[src/mixer_pkg.sv]
package mixer_pkg;

  // ----------------------------------------------------------------------
  // Data path widths and depths
  // ----------------------------------------------------------------------
  localparam int OPERAND_W = 12;
  localparam int CHAIN_W = 16;
  localparam int ACC_W = 24;
  localparam int WORD_W = 16;
  localparam int DELAY_SEL_W = 4;
  localparam int PIPE_DEPTH = 16;
  localparam int CHAIN_STAGES = 4;
  localparam int CHAIN_SHIFT = 8;
  localparam int UPPER_LSB = 8;
  localparam int CTRL_STAGES = 5;

  // Stage index at which each per-cycle control meets its data.
  localparam int INVERT_STAGE = 1;
  localparam int ROUND_STAGE = 2;
  localparam int CONTINUE_STAGE = 4;

  // Half-LSB of the upper result word.
  localparam logic [23:0] ROUND_ADD = 24'h000080;

  // ----------------------------------------------------------------------
  // Register map (byte addresses on the Avalon-MM slave)
  // ----------------------------------------------------------------------
  localparam int BUS_ADDR_W = 4;
  localparam int BUS_DATA_W = 32;
  localparam logic [3:0] ADDR_CTRL = 4'h0;
  localparam logic [3:0] ADDR_DELAY = 4'h4;
  localparam logic [3:0] ADDR_ACCUM = 4'h8;
  localparam logic [3:0] ADDR_RESULT = 4'hC;

  // Field positions.
  localparam int CTRL_BYPASS_BIT = 0;
  localparam int DELAY_ONE_LSB = 0;
  localparam int DELAY_TWO_LSB = 4;
  localparam int DELAY_THREE_LSB = 8;
  localparam int DELAY_FOUR_LSB = 12;
  localparam int RESULT_PHASE_BIT = 16;

  // Values after reset.
  localparam logic CTRL_BYPASS_RESET = 1'b0;
  localparam logic [15:0] DELAY_RESET = 16'h0000;
  localparam logic [15:0] RESULT_RESET = 16'h0000;
  localparam logic [31:0] READ_RESET = 32'h00000000;

endpackage
[src/chained_sum_output_stage.sv]
// Local design decisions: the placing of the registers and the Avalon-MM interface to the registers.
`timescale 1ns/1ps

// Behaviour
// [RULE1] Chain bypass high cuts three stages from the chain input path.
// [RULE2] With bypass low and zero delay, result is chain plus products later.
// [RULE3] Chain hold low captures the chain word into the sum.
// [RULE4] Chain hold high ignores the chain input for that cycle.
// [RULE5] Sum-continue low starts a fresh sum, dropping the old total.
// [RULE6] Sum-continue high adds to the running total, rounding suppressed.
// [RULE7] Rounding without continue adds one at accumulator bit seven.
// [RULE8] Accumulator is 24 bits; upper word 23..8, lower word 15..0.
// [RULE9] Word-select high presents the upper word each clock.
// [RULE10] Word-select low toggles between upper and lower held words.
// [RULE11] While word-select is low, no new results enter the output.
// [RULE12] Active-low drive enable acts asynchronously on the result bus.
// [RULE13] Operands are 12-bit signed; chain word weighted from bit eight.
// [RULE14] Four-bit delay select gives one to sixteen clocks of delay.
// [RULE15] Each operand line advances only while its hold input is low.
// [RULE16] Product invert controls subtract products and skip delay selects.
// [RULE17] Rounding only applies in the first cycle of an accumulation.
// [RULE18] Accumulator and outputs update every rising edge, no reset; the output registers here are cleared by rst.
module chained_sum_output_stage
  import mixer_pkg::*;
(
  input wire logic clk, // System clock, 250 MHz.
  input wire logic rst, // Synchronous reset, active high.
  input wire logic [BUS_ADDR_W-1:0] address, // Avalon byte address.
  input wire logic read, // Avalon read request.
  input wire logic write, // Avalon write request.
  input wire logic [BUS_DATA_W-1:0] writedata, // Avalon write data.
  output logic [BUS_DATA_W-1:0] readdata, // Avalon read data.
  output logic waitrequest, // Avalon stall.
  input wire logic [OPERAND_W-1:0] portOne, // First multiplier operand.
  input wire logic [OPERAND_W-1:0] portTwo, // First multiplier coefficient.
  input wire logic [OPERAND_W-1:0] portThree, // Second multiplier operand.
  input wire logic [OPERAND_W-1:0] portFour, // Second multiplier coefficient.
  input wire logic [3:0] portHoldN, // Per-port line hold, low advances.
  input wire logic [CHAIN_W-1:0] chainIn, // Chain word from upstream.
  input wire logic chainInputHoldN, // High ignores the chain word.
  input wire logic firstProductInvert, // Subtract the first product.
  input wire logic secondProductInvert, // Subtract the second product.
  input wire logic roundRequest, // Round the fresh sum to 16 bits.
  input wire logic sumContinue, // Add to the running total.
  input wire logic wordSelect, // High upper word, low toggle mode.
  input wire logic driveEnableN, // Result bus drive, active low.
  output logic [WORD_W-1:0] resultData, // Result bus value.
  output logic resultOeN // Result bus enable, low drives.
);

  // ----------------------------------------------------------------------
  // Register file
  // ----------------------------------------------------------------------
  logic ackFf;
  logic chainBypassFf;
  logic [15:0] delaySelFf;
  logic [BUS_DATA_W-1:0] readDataFf;
  logic busReq;
  logic busTake;
  logic [BUS_DATA_W-1:0] nxt_readData;
  logic [ACC_W-1:0] accFf;
  logic [WORD_W-1:0] resultFf;
  logic phaseFf;

  // Every access costs one wait state, so read data always comes from a flop.
  assign busReq = read | write;
  assign waitrequest = busReq & ~ackFf;
  assign busTake = busReq & ackFf;
  assign readdata = readDataFf;

  always_ff @(posedge clk) begin
    if (rst) begin
      ackFf <= 1'b0;
    end else begin
      ackFf <= busReq & ~ackFf;
    end
  end

  // Writes take effect only at the edge where waitrequest is low.
  always_ff @(posedge clk) begin
    if (rst) begin
      chainBypassFf <= CTRL_BYPASS_RESET;
      delaySelFf <= DELAY_RESET;
    end else if (busTake && write) begin
      if (address == ADDR_CTRL) begin
        chainBypassFf <= writedata[CTRL_BYPASS_BIT];
      end
      if (address == ADDR_DELAY) begin
        delaySelFf <= writedata[15:0];
      end
    end
  end

  // Unmapped addresses read as zero and ignore writes.
  always_comb begin
    nxt_readData = '0;
    case (address)
      ADDR_CTRL: nxt_readData[CTRL_BYPASS_BIT] = chainBypassFf;
      ADDR_DELAY: nxt_readData[15:0] = delaySelFf;
      ADDR_ACCUM: nxt_readData[ACC_W-1:0] = accFf;
      ADDR_RESULT: begin
        nxt_readData[WORD_W-1:0] = resultFf;
        nxt_readData[RESULT_PHASE_BIT] = phaseFf;
      end
      default: nxt_readData = '0;
    endcase
  end

  always_ff @(posedge clk) begin
    if (rst) begin
      readDataFf <= READ_RESET;
    end else if (read && !ackFf) begin
      readDataFf <= nxt_readData;
    end
  end

  // ----------------------------------------------------------------------
  // Operand delay lines
  // ----------------------------------------------------------------------
  logic [OPERAND_W-1:0] tapOne;
  logic [OPERAND_W-1:0] tapTwo;
  logic [OPERAND_W-1:0] tapThree;
  logic [OPERAND_W-1:0] tapFour;

  delay_pipe lineOne (
    .clk(clk),
    .portHoldN(portHoldN[0]),
    .delaySel(delaySelFf[DELAY_ONE_LSB +: DELAY_SEL_W]),
    .dataIn(portOne),
    .dataOut(tapOne)
  );

  delay_pipe lineTwo (
    .clk(clk),
    .portHoldN(portHoldN[1]),
    .delaySel(delaySelFf[DELAY_TWO_LSB +: DELAY_SEL_W]),
    .dataIn(portTwo),
    .dataOut(tapTwo)
  );

  delay_pipe lineThree (
    .clk(clk),
    .portHoldN(portHoldN[2]),
    .delaySel(delaySelFf[DELAY_THREE_LSB +: DELAY_SEL_W]),
    .dataIn(portThree),
    .dataOut(tapThree)
  );

  delay_pipe lineFour (
    .clk(clk),
    .portHoldN(portHoldN[3]),
    .delaySel(delaySelFf[DELAY_FOUR_LSB +: DELAY_SEL_W]),
    .dataIn(portFour),
    .dataOut(tapFour)
  );

  // ----------------------------------------------------------------------
  // Control alignment
  // ----------------------------------------------------------------------
  // Controls follow a fixed pipe, not the delay selects, so they line up
  // with the data only when every select is zero.
  logic [CTRL_STAGES-1:0] invOnePipeFf;
  logic [CTRL_STAGES-1:0] invTwoPipeFf;
  logic [CTRL_STAGES-1:0] roundPipeFf;
  logic [CTRL_STAGES-1:0] contPipeFf;

  always_ff @(posedge clk) begin
    invOnePipeFf <= {invOnePipeFf[CTRL_STAGES-2:0], firstProductInvert};
    invTwoPipeFf <= {invTwoPipeFf[CTRL_STAGES-2:0], secondProductInvert};
    roundPipeFf <= {roundPipeFf[CTRL_STAGES-2:0], roundRequest};
    contPipeFf <= {contPipeFf[CTRL_STAGES-2:0], sumContinue};
  end

  // ----------------------------------------------------------------------
  // Products and sum
  // ----------------------------------------------------------------------
  logic signed [ACC_W-1:0] prodOneFf;
  logic signed [ACC_W-1:0] prodTwoFf;
  logic signed [ACC_W-1:0] signOneFf;
  logic signed [ACC_W-1:0] signTwoFf;
  logic signed [ACC_W-1:0] prodSumFf;
  logic signed [ACC_W-1:0] chainSumFf;
  logic [ACC_W-1:0] nxt_prodSum;
  logic roundNow;

  // Operands are signed 12-bit values with bit 11 as sign.
  always_ff @(posedge clk) begin
    prodOneFf <= 24'($signed(tapOne)) * 24'($signed(tapTwo)); // RULE13
    prodTwoFf <= 24'($signed(tapThree)) * 24'($signed(tapFour)); // RULE13
  end

  always_ff @(posedge clk) begin
    signOneFf <= invOnePipeFf[INVERT_STAGE] ? -prodOneFf : prodOneFf; // RULE16
    signTwoFf <= invTwoPipeFf[INVERT_STAGE] ? -prodTwoFf : prodTwoFf; // RULE16
  end

  // Rounding belongs to the first cycle of a sequence only, so a continued
  // sum never collects repeated half-LSB offsets.
  assign roundNow = roundPipeFf[ROUND_STAGE] & ~contPipeFf[ROUND_STAGE];
  assign nxt_prodSum = 24'(signOneFf + signTwoFf);

  always_ff @(posedge clk) begin
    if (roundNow) begin // RULE7 RULE17
      prodSumFf <= 24'(nxt_prodSum + ROUND_ADD);
    end else begin
      prodSumFf <= nxt_prodSum;
    end
  end

  // ----------------------------------------------------------------------
  // Chain input path
  // ----------------------------------------------------------------------
  logic [CHAIN_W-1:0] chainPipeFf [CHAIN_STAGES];
  logic [CHAIN_W-1:0] chainFeed;

  always_ff @(posedge clk) begin
    if (!chainInputHoldN) begin
      chainPipeFf[0] <= chainIn; // RULE3
    end else begin
      chainPipeFf[0] <= '0; // RULE4
    end
    for (int i = 1; i < CHAIN_STAGES; i++) begin
      chainPipeFf[i] <= chainPipeFf[i-1];
    end
  end

  // Bypass skips three stages so chained parts add little latency.
  assign chainFeed = chainBypassFf ? chainPipeFf[0] // RULE1
                                   : chainPipeFf[CHAIN_STAGES-1]; // RULE2

  // The chain word carries weights 2^8 to 2^23.
  always_ff @(posedge clk) begin
    chainSumFf <= 24'(prodSumFf + {chainFeed, 8'h00}); // RULE13 RULE2
  end

  // ----------------------------------------------------------------------
  // Accumulator
  // ----------------------------------------------------------------------
  // No reset: sum-continue low is the only way to clear the total.
  always_ff @(posedge clk) begin
    if (contPipeFf[CONTINUE_STAGE]) begin
      accFf <= 24'(accFf + chainSumFf); // RULE6 RULE18
    end else begin
      accFf <= chainSumFf; // RULE5 RULE18
    end
  end

  // ----------------------------------------------------------------------
  // Output double register
  // ----------------------------------------------------------------------
  logic [WORD_W-1:0] upperHoldFf;
  logic [WORD_W-1:0] lowerHoldFf;

  // The holds freeze while toggling, so both halves seen belong together.
  always_ff @(posedge clk) begin
    if (rst) begin
      upperHoldFf <= RESULT_RESET;
      lowerHoldFf <= RESULT_RESET;
    end else if (wordSelect) begin
      upperHoldFf <= accFf[ACC_W-1:UPPER_LSB]; // RULE8
      lowerHoldFf <= accFf[WORD_W-1:0]; // RULE8
    end
  end

  always_ff @(posedge clk) begin
    if (rst) begin
      resultFf <= RESULT_RESET;
      phaseFf <= 1'b0;
    end else if (wordSelect) begin
      resultFf <= accFf[ACC_W-1:UPPER_LSB]; // RULE9 RULE18
      phaseFf <= 1'b0;
    end else begin
      resultFf <= phaseFf ? upperHoldFf : lowerHoldFf; // RULE10 RULE11
      phaseFf <= ~phaseFf; // RULE10
    end
  end

  // Drive enable bypasses the clock entirely.
  assign resultData = resultFf; // RULE12
  assign resultOeN = driveEnableN; // RULE12

  // ----------------------------------------------------------------------
  // Checks
  // ----------------------------------------------------------------------
  a_bus_wait_once: assert property (@(posedge clk) disable iff (rst)
    (busReq && !ackFf) |-> waitrequest ##1 (busReq -> !waitrequest))
    else $error("Bus answer not after exactly one wait state.");

  a_chain_ignore: assert property (@(posedge clk) // RULE4
    chainInputHoldN |=> chainPipeFf[0] == '0)
    else $error("Held chain word was not ignored.");

  a_chain_capture: assert property (@(posedge clk) // RULE3
    !chainInputHoldN |=> chainPipeFf[0] == $past(chainIn))
    else $error("Chain word was not captured.");

  a_chain_bypass: assert property (@(posedge clk) disable iff (rst) // RULE1
    (chainBypassFf && !chainInputHoldN) ##1 chainBypassFf
    |=> chainSumFf == 24'($past(prodSumFf) + {$past(chainIn, 2), 8'h00}))
    else $error("Bypass path latency wrong.");

  a_invert_sub: assert property (@(posedge clk) // RULE16
    invOnePipeFf[INVERT_STAGE] |=> signOneFf == 24'(-$past(prodOneFf)))
    else $error("First product not subtracted.");

  a_round_add: assert property (@(posedge clk) // RULE7
    roundNow |=> prodSumFf
      == 24'($past(signOneFf) + $past(signTwoFf) + ROUND_ADD))
    else $error("Rounding constant not added.");

  a_round_skip: assert property (@(posedge clk) // RULE6
    contPipeFf[ROUND_STAGE] |=> prodSumFf
      == 24'($past(signOneFf) + $past(signTwoFf)))
    else $error("Rounding applied during accumulation.");

  a_fresh_sum: assert property (@(posedge clk) // RULE5
    !contPipeFf[CONTINUE_STAGE] |=> accFf == $past(chainSumFf))
    else $error("Fresh sum kept old total.");

  a_running_sum: assert property (@(posedge clk) // RULE6
    contPipeFf[CONTINUE_STAGE]
    |=> accFf == 24'($past(accFf) + $past(chainSumFf)))
    else $error("Running total not accumulated.");

  a_upper_word: assert property (@(posedge clk) disable iff (rst) // RULE9
    !rst && wordSelect |=> resultFf == $past(accFf[ACC_W-1:UPPER_LSB]))
    else $error("Upper word not presented.");

  a_toggle_words: assert property (@(posedge clk) disable iff (rst) // RULE10
    !wordSelect ##1 !wordSelect |=> resultFf == $past(resultFf, 2))
    else $error("Toggle mode did not alternate words.");

  a_hold_frozen: assert property (@(posedge clk) disable iff (rst) // RULE11
    !wordSelect |=> upperHoldFf == $past(upperHoldFf)
      && lowerHoldFf == $past(lowerHoldFf))
    else $error("New result loaded while toggling.");

endmodule

[src/delay_pipe.sv]
`timescale 1ns/1ps

// Selectable-depth operand delay line; a held port freezes the whole line.
module delay_pipe
  import mixer_pkg::*;
(
  input wire logic clk, // System clock.
  input wire logic portHoldN, // Low lets the line advance.
  input wire logic [DELAY_SEL_W-1:0] delaySel, // Tap select, 0 is one clock.
  input wire logic [OPERAND_W-1:0] dataIn, // Operand from the port.
  output logic [OPERAND_W-1:0] dataOut // Selected tap.
);

  logic [OPERAND_W-1:0] stageFf [PIPE_DEPTH];

  // ----------------------------------------------------------------------
  // Shift line
  // ----------------------------------------------------------------------
  // The line has no reset; its stages hold unknown values until operands have shifted in.
  always_ff @(posedge clk) begin
    if (!portHoldN) begin // RULE15
      stageFf[0] <= dataIn;
      for (int i = 1; i < PIPE_DEPTH; i++) begin
        stageFf[i] <= stageFf[i-1];
      end
    end
  end

  // Code 0000 reads the first stage, 1111 the sixteenth.
  assign dataOut = stageFf[delaySel]; // RULE14

  a_pipe_freeze: assert property (@(posedge clk) // RULE15
    portHoldN |=> (stageFf[0] == $past(stageFf[0]))
    && (stageFf[PIPE_DEPTH-1] == $past(stageFf[PIPE_DEPTH-1])))
    else $error("Held operand line moved.");

  a_pipe_take: assert property (@(posedge clk) // RULE15
    !portHoldN |=> stageFf[0] == $past(dataIn))
    else $error("Enabled operand line did not capture.");

  // The line has no reset, so the shift is only judged once the first
  // stage has held a captured value for one clock.
  a_pipe_shift: assert property (@(posedge clk) // RULE15
    !portHoldN ##1 !portHoldN |=> stageFf[1] == $past(stageFf[0]))
    else $error("Enabled operand line did not advance.");

endmodule

[config.mk]
export PLATFORM = sky130hd
export DESIGN_NAME = chained_sum_output_stage
export DESIGN_NICKNAME = d
export VERILOG_FILES = /design/src/mixer_pkg.sv /design/src/chained_sum_output_stage.sv /design/src/delay_pipe.sv
export SDC_FILE = /design/constraint.sdc
export NUM_CORES = 2
export LEC_CHECK = 0
export BUFFER_PORTS_ARGS = -buffer_cell sky130_fd_sc_hd__buf_2
export CAP_MARGIN = 20
export CORE_UTILIZATION = 67
export DETAILED_ROUTE_END_ITERATION = 10
export GPL_TIMING_DRIVEN = 1
export PLACE_DENSITY = 0.85
export SLEW_MARGIN = 5
export SYNTH_ARGS = -nofsm -noshare
export SYNTH_HDL_FRONTEND = slang
export SYNTH_HIERARCHICAL = 1
export SYNTH_SLANG_ARGS = --single-unit
[constraint.sdc]
create_clock -name clk -period 17.5 [get_ports clk]
set_input_delay 1.75 -clock clk [delete_from_list [all_inputs] [get_ports clk]]
set_output_delay 1.75 -clock clk [all_outputs]
set_load 0.01 [all_outputs]
* Yosys cells after proc, flatten, opt, wreduce, memory -nomap -nowiden
Memory sizes are Yosys's and may differ from the RTL's. A register that Yosys moved wholly into a read port is not among the register bits.
Cells that the tools add are included.
** Word-level totals
- Word-level logic and storage cells :: 76
- Memories :: 5
- Bits of input ports :: 115
- Memory bits (writable) :: 832
- Register bits after elaboration :: 271
** Operators by class
- Eq/ne operators :: 3
- Add/sub/neg operators :: 6
- Reductions and logical operators :: 7
- Multiply operators :: 2
- Bitwise gates (word level) :: 8
- Muxes and demuxes :: 26
** Memory list
- lineFour.stageFf :: words 16, bits a word 12, rd ports 16, clocked after Yosys merged registers in 1, wr ports 16, line delay_pipe.sv:14 : logic [OPERAND_W-1:0] stageFf [PIPE_DEPTH];
- lineOne.stageFf :: words 16, bits a word 12, rd ports 16, clocked after Yosys merged registers in 1, wr ports 16, line delay_pipe.sv:14
- lineThree.stageFf :: words 16, bits a word 12, rd ports 16, clocked after Yosys merged registers in 1, wr ports 16, line delay_pipe.sv:14
- lineTwo.stageFf :: words 16, bits a word 12, rd ports 16, clocked after Yosys merged registers in 1, wr ports 16, line delay_pipe.sv:14
- chainPipeFf :: words 4, bits a word 16, rd ports 4, clocked after Yosys merged registers in 0, wr ports 4, line chained_sum_output_stage.sv:213 : logic [CHAIN_W-1:0] chainPipeFf [CHAIN_STAGES];
** Operators with widths (count)
- $mux W24 :: 4
- $add A24 B24 Y24 :: 3
- $mux W16 :: 4
- $mul A12 B12 Y24 :: 2
- $neg A24 Y24 :: 2
- $pmux W15 S3 :: 1
- $mux W4 :: 8
- $add A24 B8 Y24 const B :: 1
- $eq A4 B4 Y1 const B :: 2
- $mux W7 :: 1
- $mux W1 :: 6
- $eq A4 B3 Y1 const B :: 1
- $logic_not A4 Y1 :: 1
- $pmux W1 S4 :: 1
- $reduce_and A2 Y1 :: 2
- $and A1 B1 Y1 :: 3
- $not A1 Y1 :: 3
- $logic_and A1 B1 Y1 :: 2
- $or A1 B1 Y1 :: 2
- $pmux W1 S2 :: 1
- $reduce_or A2 Y1 :: 1
- $logic_not A1 Y1 :: 1

* Longest topological paths before layout
- Depth in word-level cells :: 6
- Depth in mapped cells :: 28
- Depth with buffers taken out :: 25

* Modules after synthesis
Netlist, hierarchy kept.
** Modules (own cells, without submodules)
- delay_pipe :: instances 4, area an instance 7253.2 µm², cells an instance 295, seq. area each 5765.5 µm²
- chained_sum_output_stage :: instances 1, area an instance 23969.2 µm², cells an instance 2543, seq. area each 6546.3 µm²

* Least setup slack after synthesis
OpenSTA, ideal clock, no wires.
- Kind :: reg-to-reg
- Start :: reg, netlist name delaySelFf[4]
- End :: reg prodOneFf[23]
- Arrival time :: 6.012 ns
- Cell stages (with the launch flop) :: 25
- Setup time :: 0.072 ns
- Period minus slack after synthesis :: 6.084 ns
- Data required time :: 17.428 ns
- Slack :: 11.416 ns
- Buffers on the path :: 2
- Path through :: dfxtp_1 buf_2 mux4_2 a22oi_1 nand2_1 clkbuf_1 nand2_1 inv_1 fa_1 inv_1 fa_1 fa_1 inv_1 fa_1 inv_1 fa_1 inv_1 ha_1 a21o_1 a21oi_1 nor3b_1 nand3_1 a311o_1 a21oi_1 xnor2_1
** RTL lines
- end signal: assignment :: line chained_sum_output_stage.sv:188 : prodOneFf <= 24'($signed(tapOne)) * 24'($signed(tapTwo));
- end: declaration :: line chained_sum_output_stage.sv:177 : logic signed [ACC_W-1:0] prodOneFf;

==> metrics.md <==
| Metric | Value |
|---|---|
| Tightest Pin Transition | `1.11 ns` |
| Max VDD drop | `234 µV` |
| Pwr Density | `187 nW/µm²` |
| Mux share of post-synthesis cell area | `10.4%` |
| Worst clock skew | `0.0289 ns` |
| Slowest CP cell | `dfxtp_4` |
| Synth Area in Adders | `14.5%` |
| Area fraction in compound gates after synthesis | `5.54%` |
| Xor/xnor share of the synthesized area | `2.49%` |
| Die Width | `283 µm` |
| FP Rows | `102` |
| Largest net degree at the start of global routing | `128` |
| Die height | `between 200 and 300 µm` |
| Final net count | `approximately 4400` |
| Setup Fix Bufs, Post-CTS | `0` |
| Routed Antenna Nets | `0` |
| RSZ-0062 raised after global routing | `no` |
| Met3 usage | `4.09%` |
| Top Usage Layer GRT | `met2` |
| Vias post-DR | `between 30000 and 40000` |
| Vias per cell | `between 6 and 7` |
| CTS sink count | `1095` |
| DR DRC count | `0` |
| Critical Path RT | `roughly 18 ns` |
| Hpwl dp | `around 68000 µm` |
| First-pass GRT wire length | `between 150000 and 200000 µm` |
| Pleak | `22.7 nW` |
| Total chip power | `0.0108 W` |
| Main synth FF type | `edfxtp_1` |
| 1st-iter DRT viols | `3108` |
| Die area | `80200 µm²` |
| Synth warnings | `6` |
| Layout cells sized above 1 | `13.8%` |
| Area contributors post-synth | `edfxtp_1, dfxtp_1, fa_1` |
| CTS Root Cell | `clkbuf_16` |
| Final instance area | `58000 µm²` |
| # diodes | `0` |
| Reg clk slew, reported paths | `0.07 ns` |
| Period minus WS final | `about 7.6 ns` |
| Later-pin clock latency in the skew report | `0.69 ns` |
| WP data arrival | `8.23 ns` |
| H-Tree Depth | `3` |
| #FFs+latches synth | `1095` |
| GRT Util Overall | `between 20 and 30%` |
| Post-CTS sizing | `0` |
| Cts hold-fix bufs | `0` |
| Max Clk Rate | `0.131 GHz` |
| Simple-gate share of the synthesized area | `slightly below 7%` |
| Initial antenna violation count | `1` |
| Layout area overhead | `9.48%` |
| Status | `completed` |
| EDFF count, synth | `~770` |
| Final Hold Vio Count | `0` |
| CORE AREA | `between 70000 and 80000 µm²` |
| Synthesized cell area | `53000 µm²` |
| Most used cell, CP | `fa_1` |
| FFs w/ async S/R, synth | `0%` |
| Post-Layout Cell Count | `4971` |
| Endpoints failing setup | `0` |
| Worst setup SP type | `flop` |
| Final Wtd Congestion | `slightly below 0.9` |
| GR Util met1 | `36.3%` |
| Worst R2R Setup Slack | `9.87 ns` |
| Post-Route Setup TNS | `0 ns` |
| Slew margin rel. | `roughly 26%` |
| Placed Cells incl. Taps | `4776` |
| Most frequent cells in the layout | `edfxtp_1, inv_1, nand2_1` |
| Starting Density | `between 60% and 70%` |
| Critical path capture point type | `flop` |
| Cell variety after synth | `between 80 and 90` |
| Critical setup path kind | `flop to flop` |
| Area after DPL | `54400 µm²` |
| Synth Area per Inst | `14.2 µm²` |
| Seq/Total Area, Yosys | `about 56%` |
| Tcrit/Tclk final | `43.6%` |
| Largest family of logic cells by synthesized area | `adder cells` |
| Routed WL per cell | `21.5 µm` |
| Vias in the first global route | `between 30000 and 40000` |
| CTS tree | `done` |
| Crit-path leading delay family | `adder cells` |
| Post-synth top area share | `a little over two fifths` |
| Clock Path Buffers | `3` |
| Crit-path max FO | `50` |
| Synth Instances | `approximately 3700` |
| Wirelength, routed | `107000 µm` |
| Grt met2 use | `45.7%` |
| MaxCap Viol Count | `0` |
| Hold WC Path Type | `flop to flop` |
| I/O pin cnt | `165` |
| IO buf count | `roughly 140` |
| Largest stage delay, worst path | `0.95 ns` |
| Crit-path cells | `mux4_1 -> a22oi_1 -> nand2_1 -> nand2_1 -> fa_1 -> inv_1 -> ha_1 -> fa_1 -> inv_1 -> fa_1 -> fa_1 -> inv_1 -> ha_1 -> nor2b_1 -> o21ai_0 -> a21boi_0 -> o21ai_0 -> a21boi_0 -> o2111ai_1 -> nand3_1 -> a311o_1 -> a21oi_1 -> xnor2_1` |
| Most common cell after layout, fill and taps aside | `edfxtp_1` |
| Synth area leader | `edfxtp_1` |
| Total gr overflow | `0` |
| Worst path bufs/invs | `3` |
| Max Slew Vio Count | `0` |
| Pre-antenna DRT Iters | `5` |
| TritonCTS buffer count | `105` |
[sequential cells by signal (all words and copies together) (netlist names), 3 cells and up]
| signal | count |
|---|---|
| prodSumFf | 24 |
| lineFour/stageFf | 192 |
| upperHoldFf | 16 |
| delaySelFf | 16 |
| chainPipeFf | 64 |
| chainSumFf | 24 |
| prodOneFf | 24 |
| signTwoFf | 24 |
| contPipeFf | 5 |
| signOneFf | 24 |
| accFf | 24 |
| lineTwo/stageFf | 192 |
| lowerHoldFf | 8 |
| resultData | 16 |
| prodTwoFf | 24 |
| lineThree/stageFf | 192 |
| roundPipeFf | 3 |
| lineOne/stageFf | 192 |
| readdata | 24 |
[per-layer routing]
layer	part of all wire, %	up-vias
met5	0	-
met4	3.5	0
met3	7.0	291
met2	49	1324
met1	40	15191
li1	-	13525
[cells by family (layout without fill, tap and decap cells)]
logic type	Yosys count	count (layout)
DFF	1095	1095
and+or+nand+nor	782	782
buffers and inverters	547	748
adders and majority gates	445	445
AOI/OAI and AO/OA	421	421
muxes	283	283
xor gates and xnor gates	149	149
other	1	8
[worst reg2reg max path, cell delays in order (launching register included)]
cell and delay [ns]:
dfxtp_4 0.95, mux4_1 0.78, a22oi_1 0.24, nand2_1 0.42, nand2_1 0.25, fa_1 0.43
inv_1 0.06, ha_1 0.23, fa_1 0.52, inv_1 0.06, fa_1 0.48, fa_1 0.50
inv_1 0.05, ha_1 0.31, nor2b_1 0.14, o21ai_0 0.21, a21boi_0 0.17, o21ai_0 0.33
a21boi_0 0.24, o2111ai_1 0.28, nand3_1 0.21, a311o_1 0.35, a21oi_1 0.23, xnor2_1 0.14
[area by class of cell]
| type | instances | area (µm²) |
|---|---|---|
| inverter | 389 | 1480 |
| timing repair buffer | 166 | 921 |
| multi-input combinational | 2088 | 21100 |
| clock buffer | 125 | 2810 |
| fill | 4463 | 19800 |
| sequential | 1095 | 29600 |
| tap | 1040 | 1300 |
| clock inverter | 68 | 726 |
[stage by stage]
step	hold WS [ns]	util [%]	setup slack [ns]
2_1_floorplan	0.310	-	11.42
3_3_place_gp	0.310	69.9	10.14
3_5_place_dp	0.312	69.9	10.05
4_1_cts	0.322	74.5	9.87
5_1_grt	0.326	74.5	9.37
6_report	0.318	74.5	9.87
[where the power goes]
group / internal (W) / switching, W / total (W)
combinational: 0.00229 / 0.00277 / 0.00507
clock: 0.00134 / 0.000981 / 0.00232
sequential: 0.00321 / 0.000229 / 0.00344
total: 0.00685 / 0.00398 / 0.0108
[cells in the mapped netlist, types with 19 or more instances]
| cell | instances |
|---|---|
| nor2_1 | 175 |
| mux4_2 | 133 |
| mux2i_1 | 46 |
| xnor2_1 | 121 |
| nand3_1 | 28 |
| nand2_1 | 322 |
| o21ai_0 | 66 |
| inv_1 | 387 |
| edfxtp_1 | 768 |
| buf_2 | 20 |
| mux4_1 | 60 |
| xor2_1 | 27 |
| nand2b_1 | 22 |
| and2_1 | 100 |
| a21o_1 | 19 |
| nor2b_1 | 40 |
| dfxtp_1 | 327 |
| mux2_2 | 44 |
| clkbuf_1 | 115 |
| a22oi_1 | 118 |
| fa_1 | 279 |
| nor3_1 | 27 |
| a21oi_1 | 89 |
| ha_1 | 166 |
[final timing paths]
kind	startpoint	to	cells after the start
worst max-delay path	delaySelFf[0]$_SDFFE_PP0P_	prodOneFf[23]$_DFF_P_	23
worst min-delay path	prodSumFf[7]$_DFF_P_	chainSumFf[7]$_DFF_P_	0
worst max register to register	delaySelFf[0]$_SDFFE_PP0P_	prodOneFf[23]$_DFF_P_	23
worst min register to register	prodSumFf[7]$_DFF_P_	chainSumFf[7]$_DFF_P_	0
No activity file was read; power rests on OpenSTA's default activity.
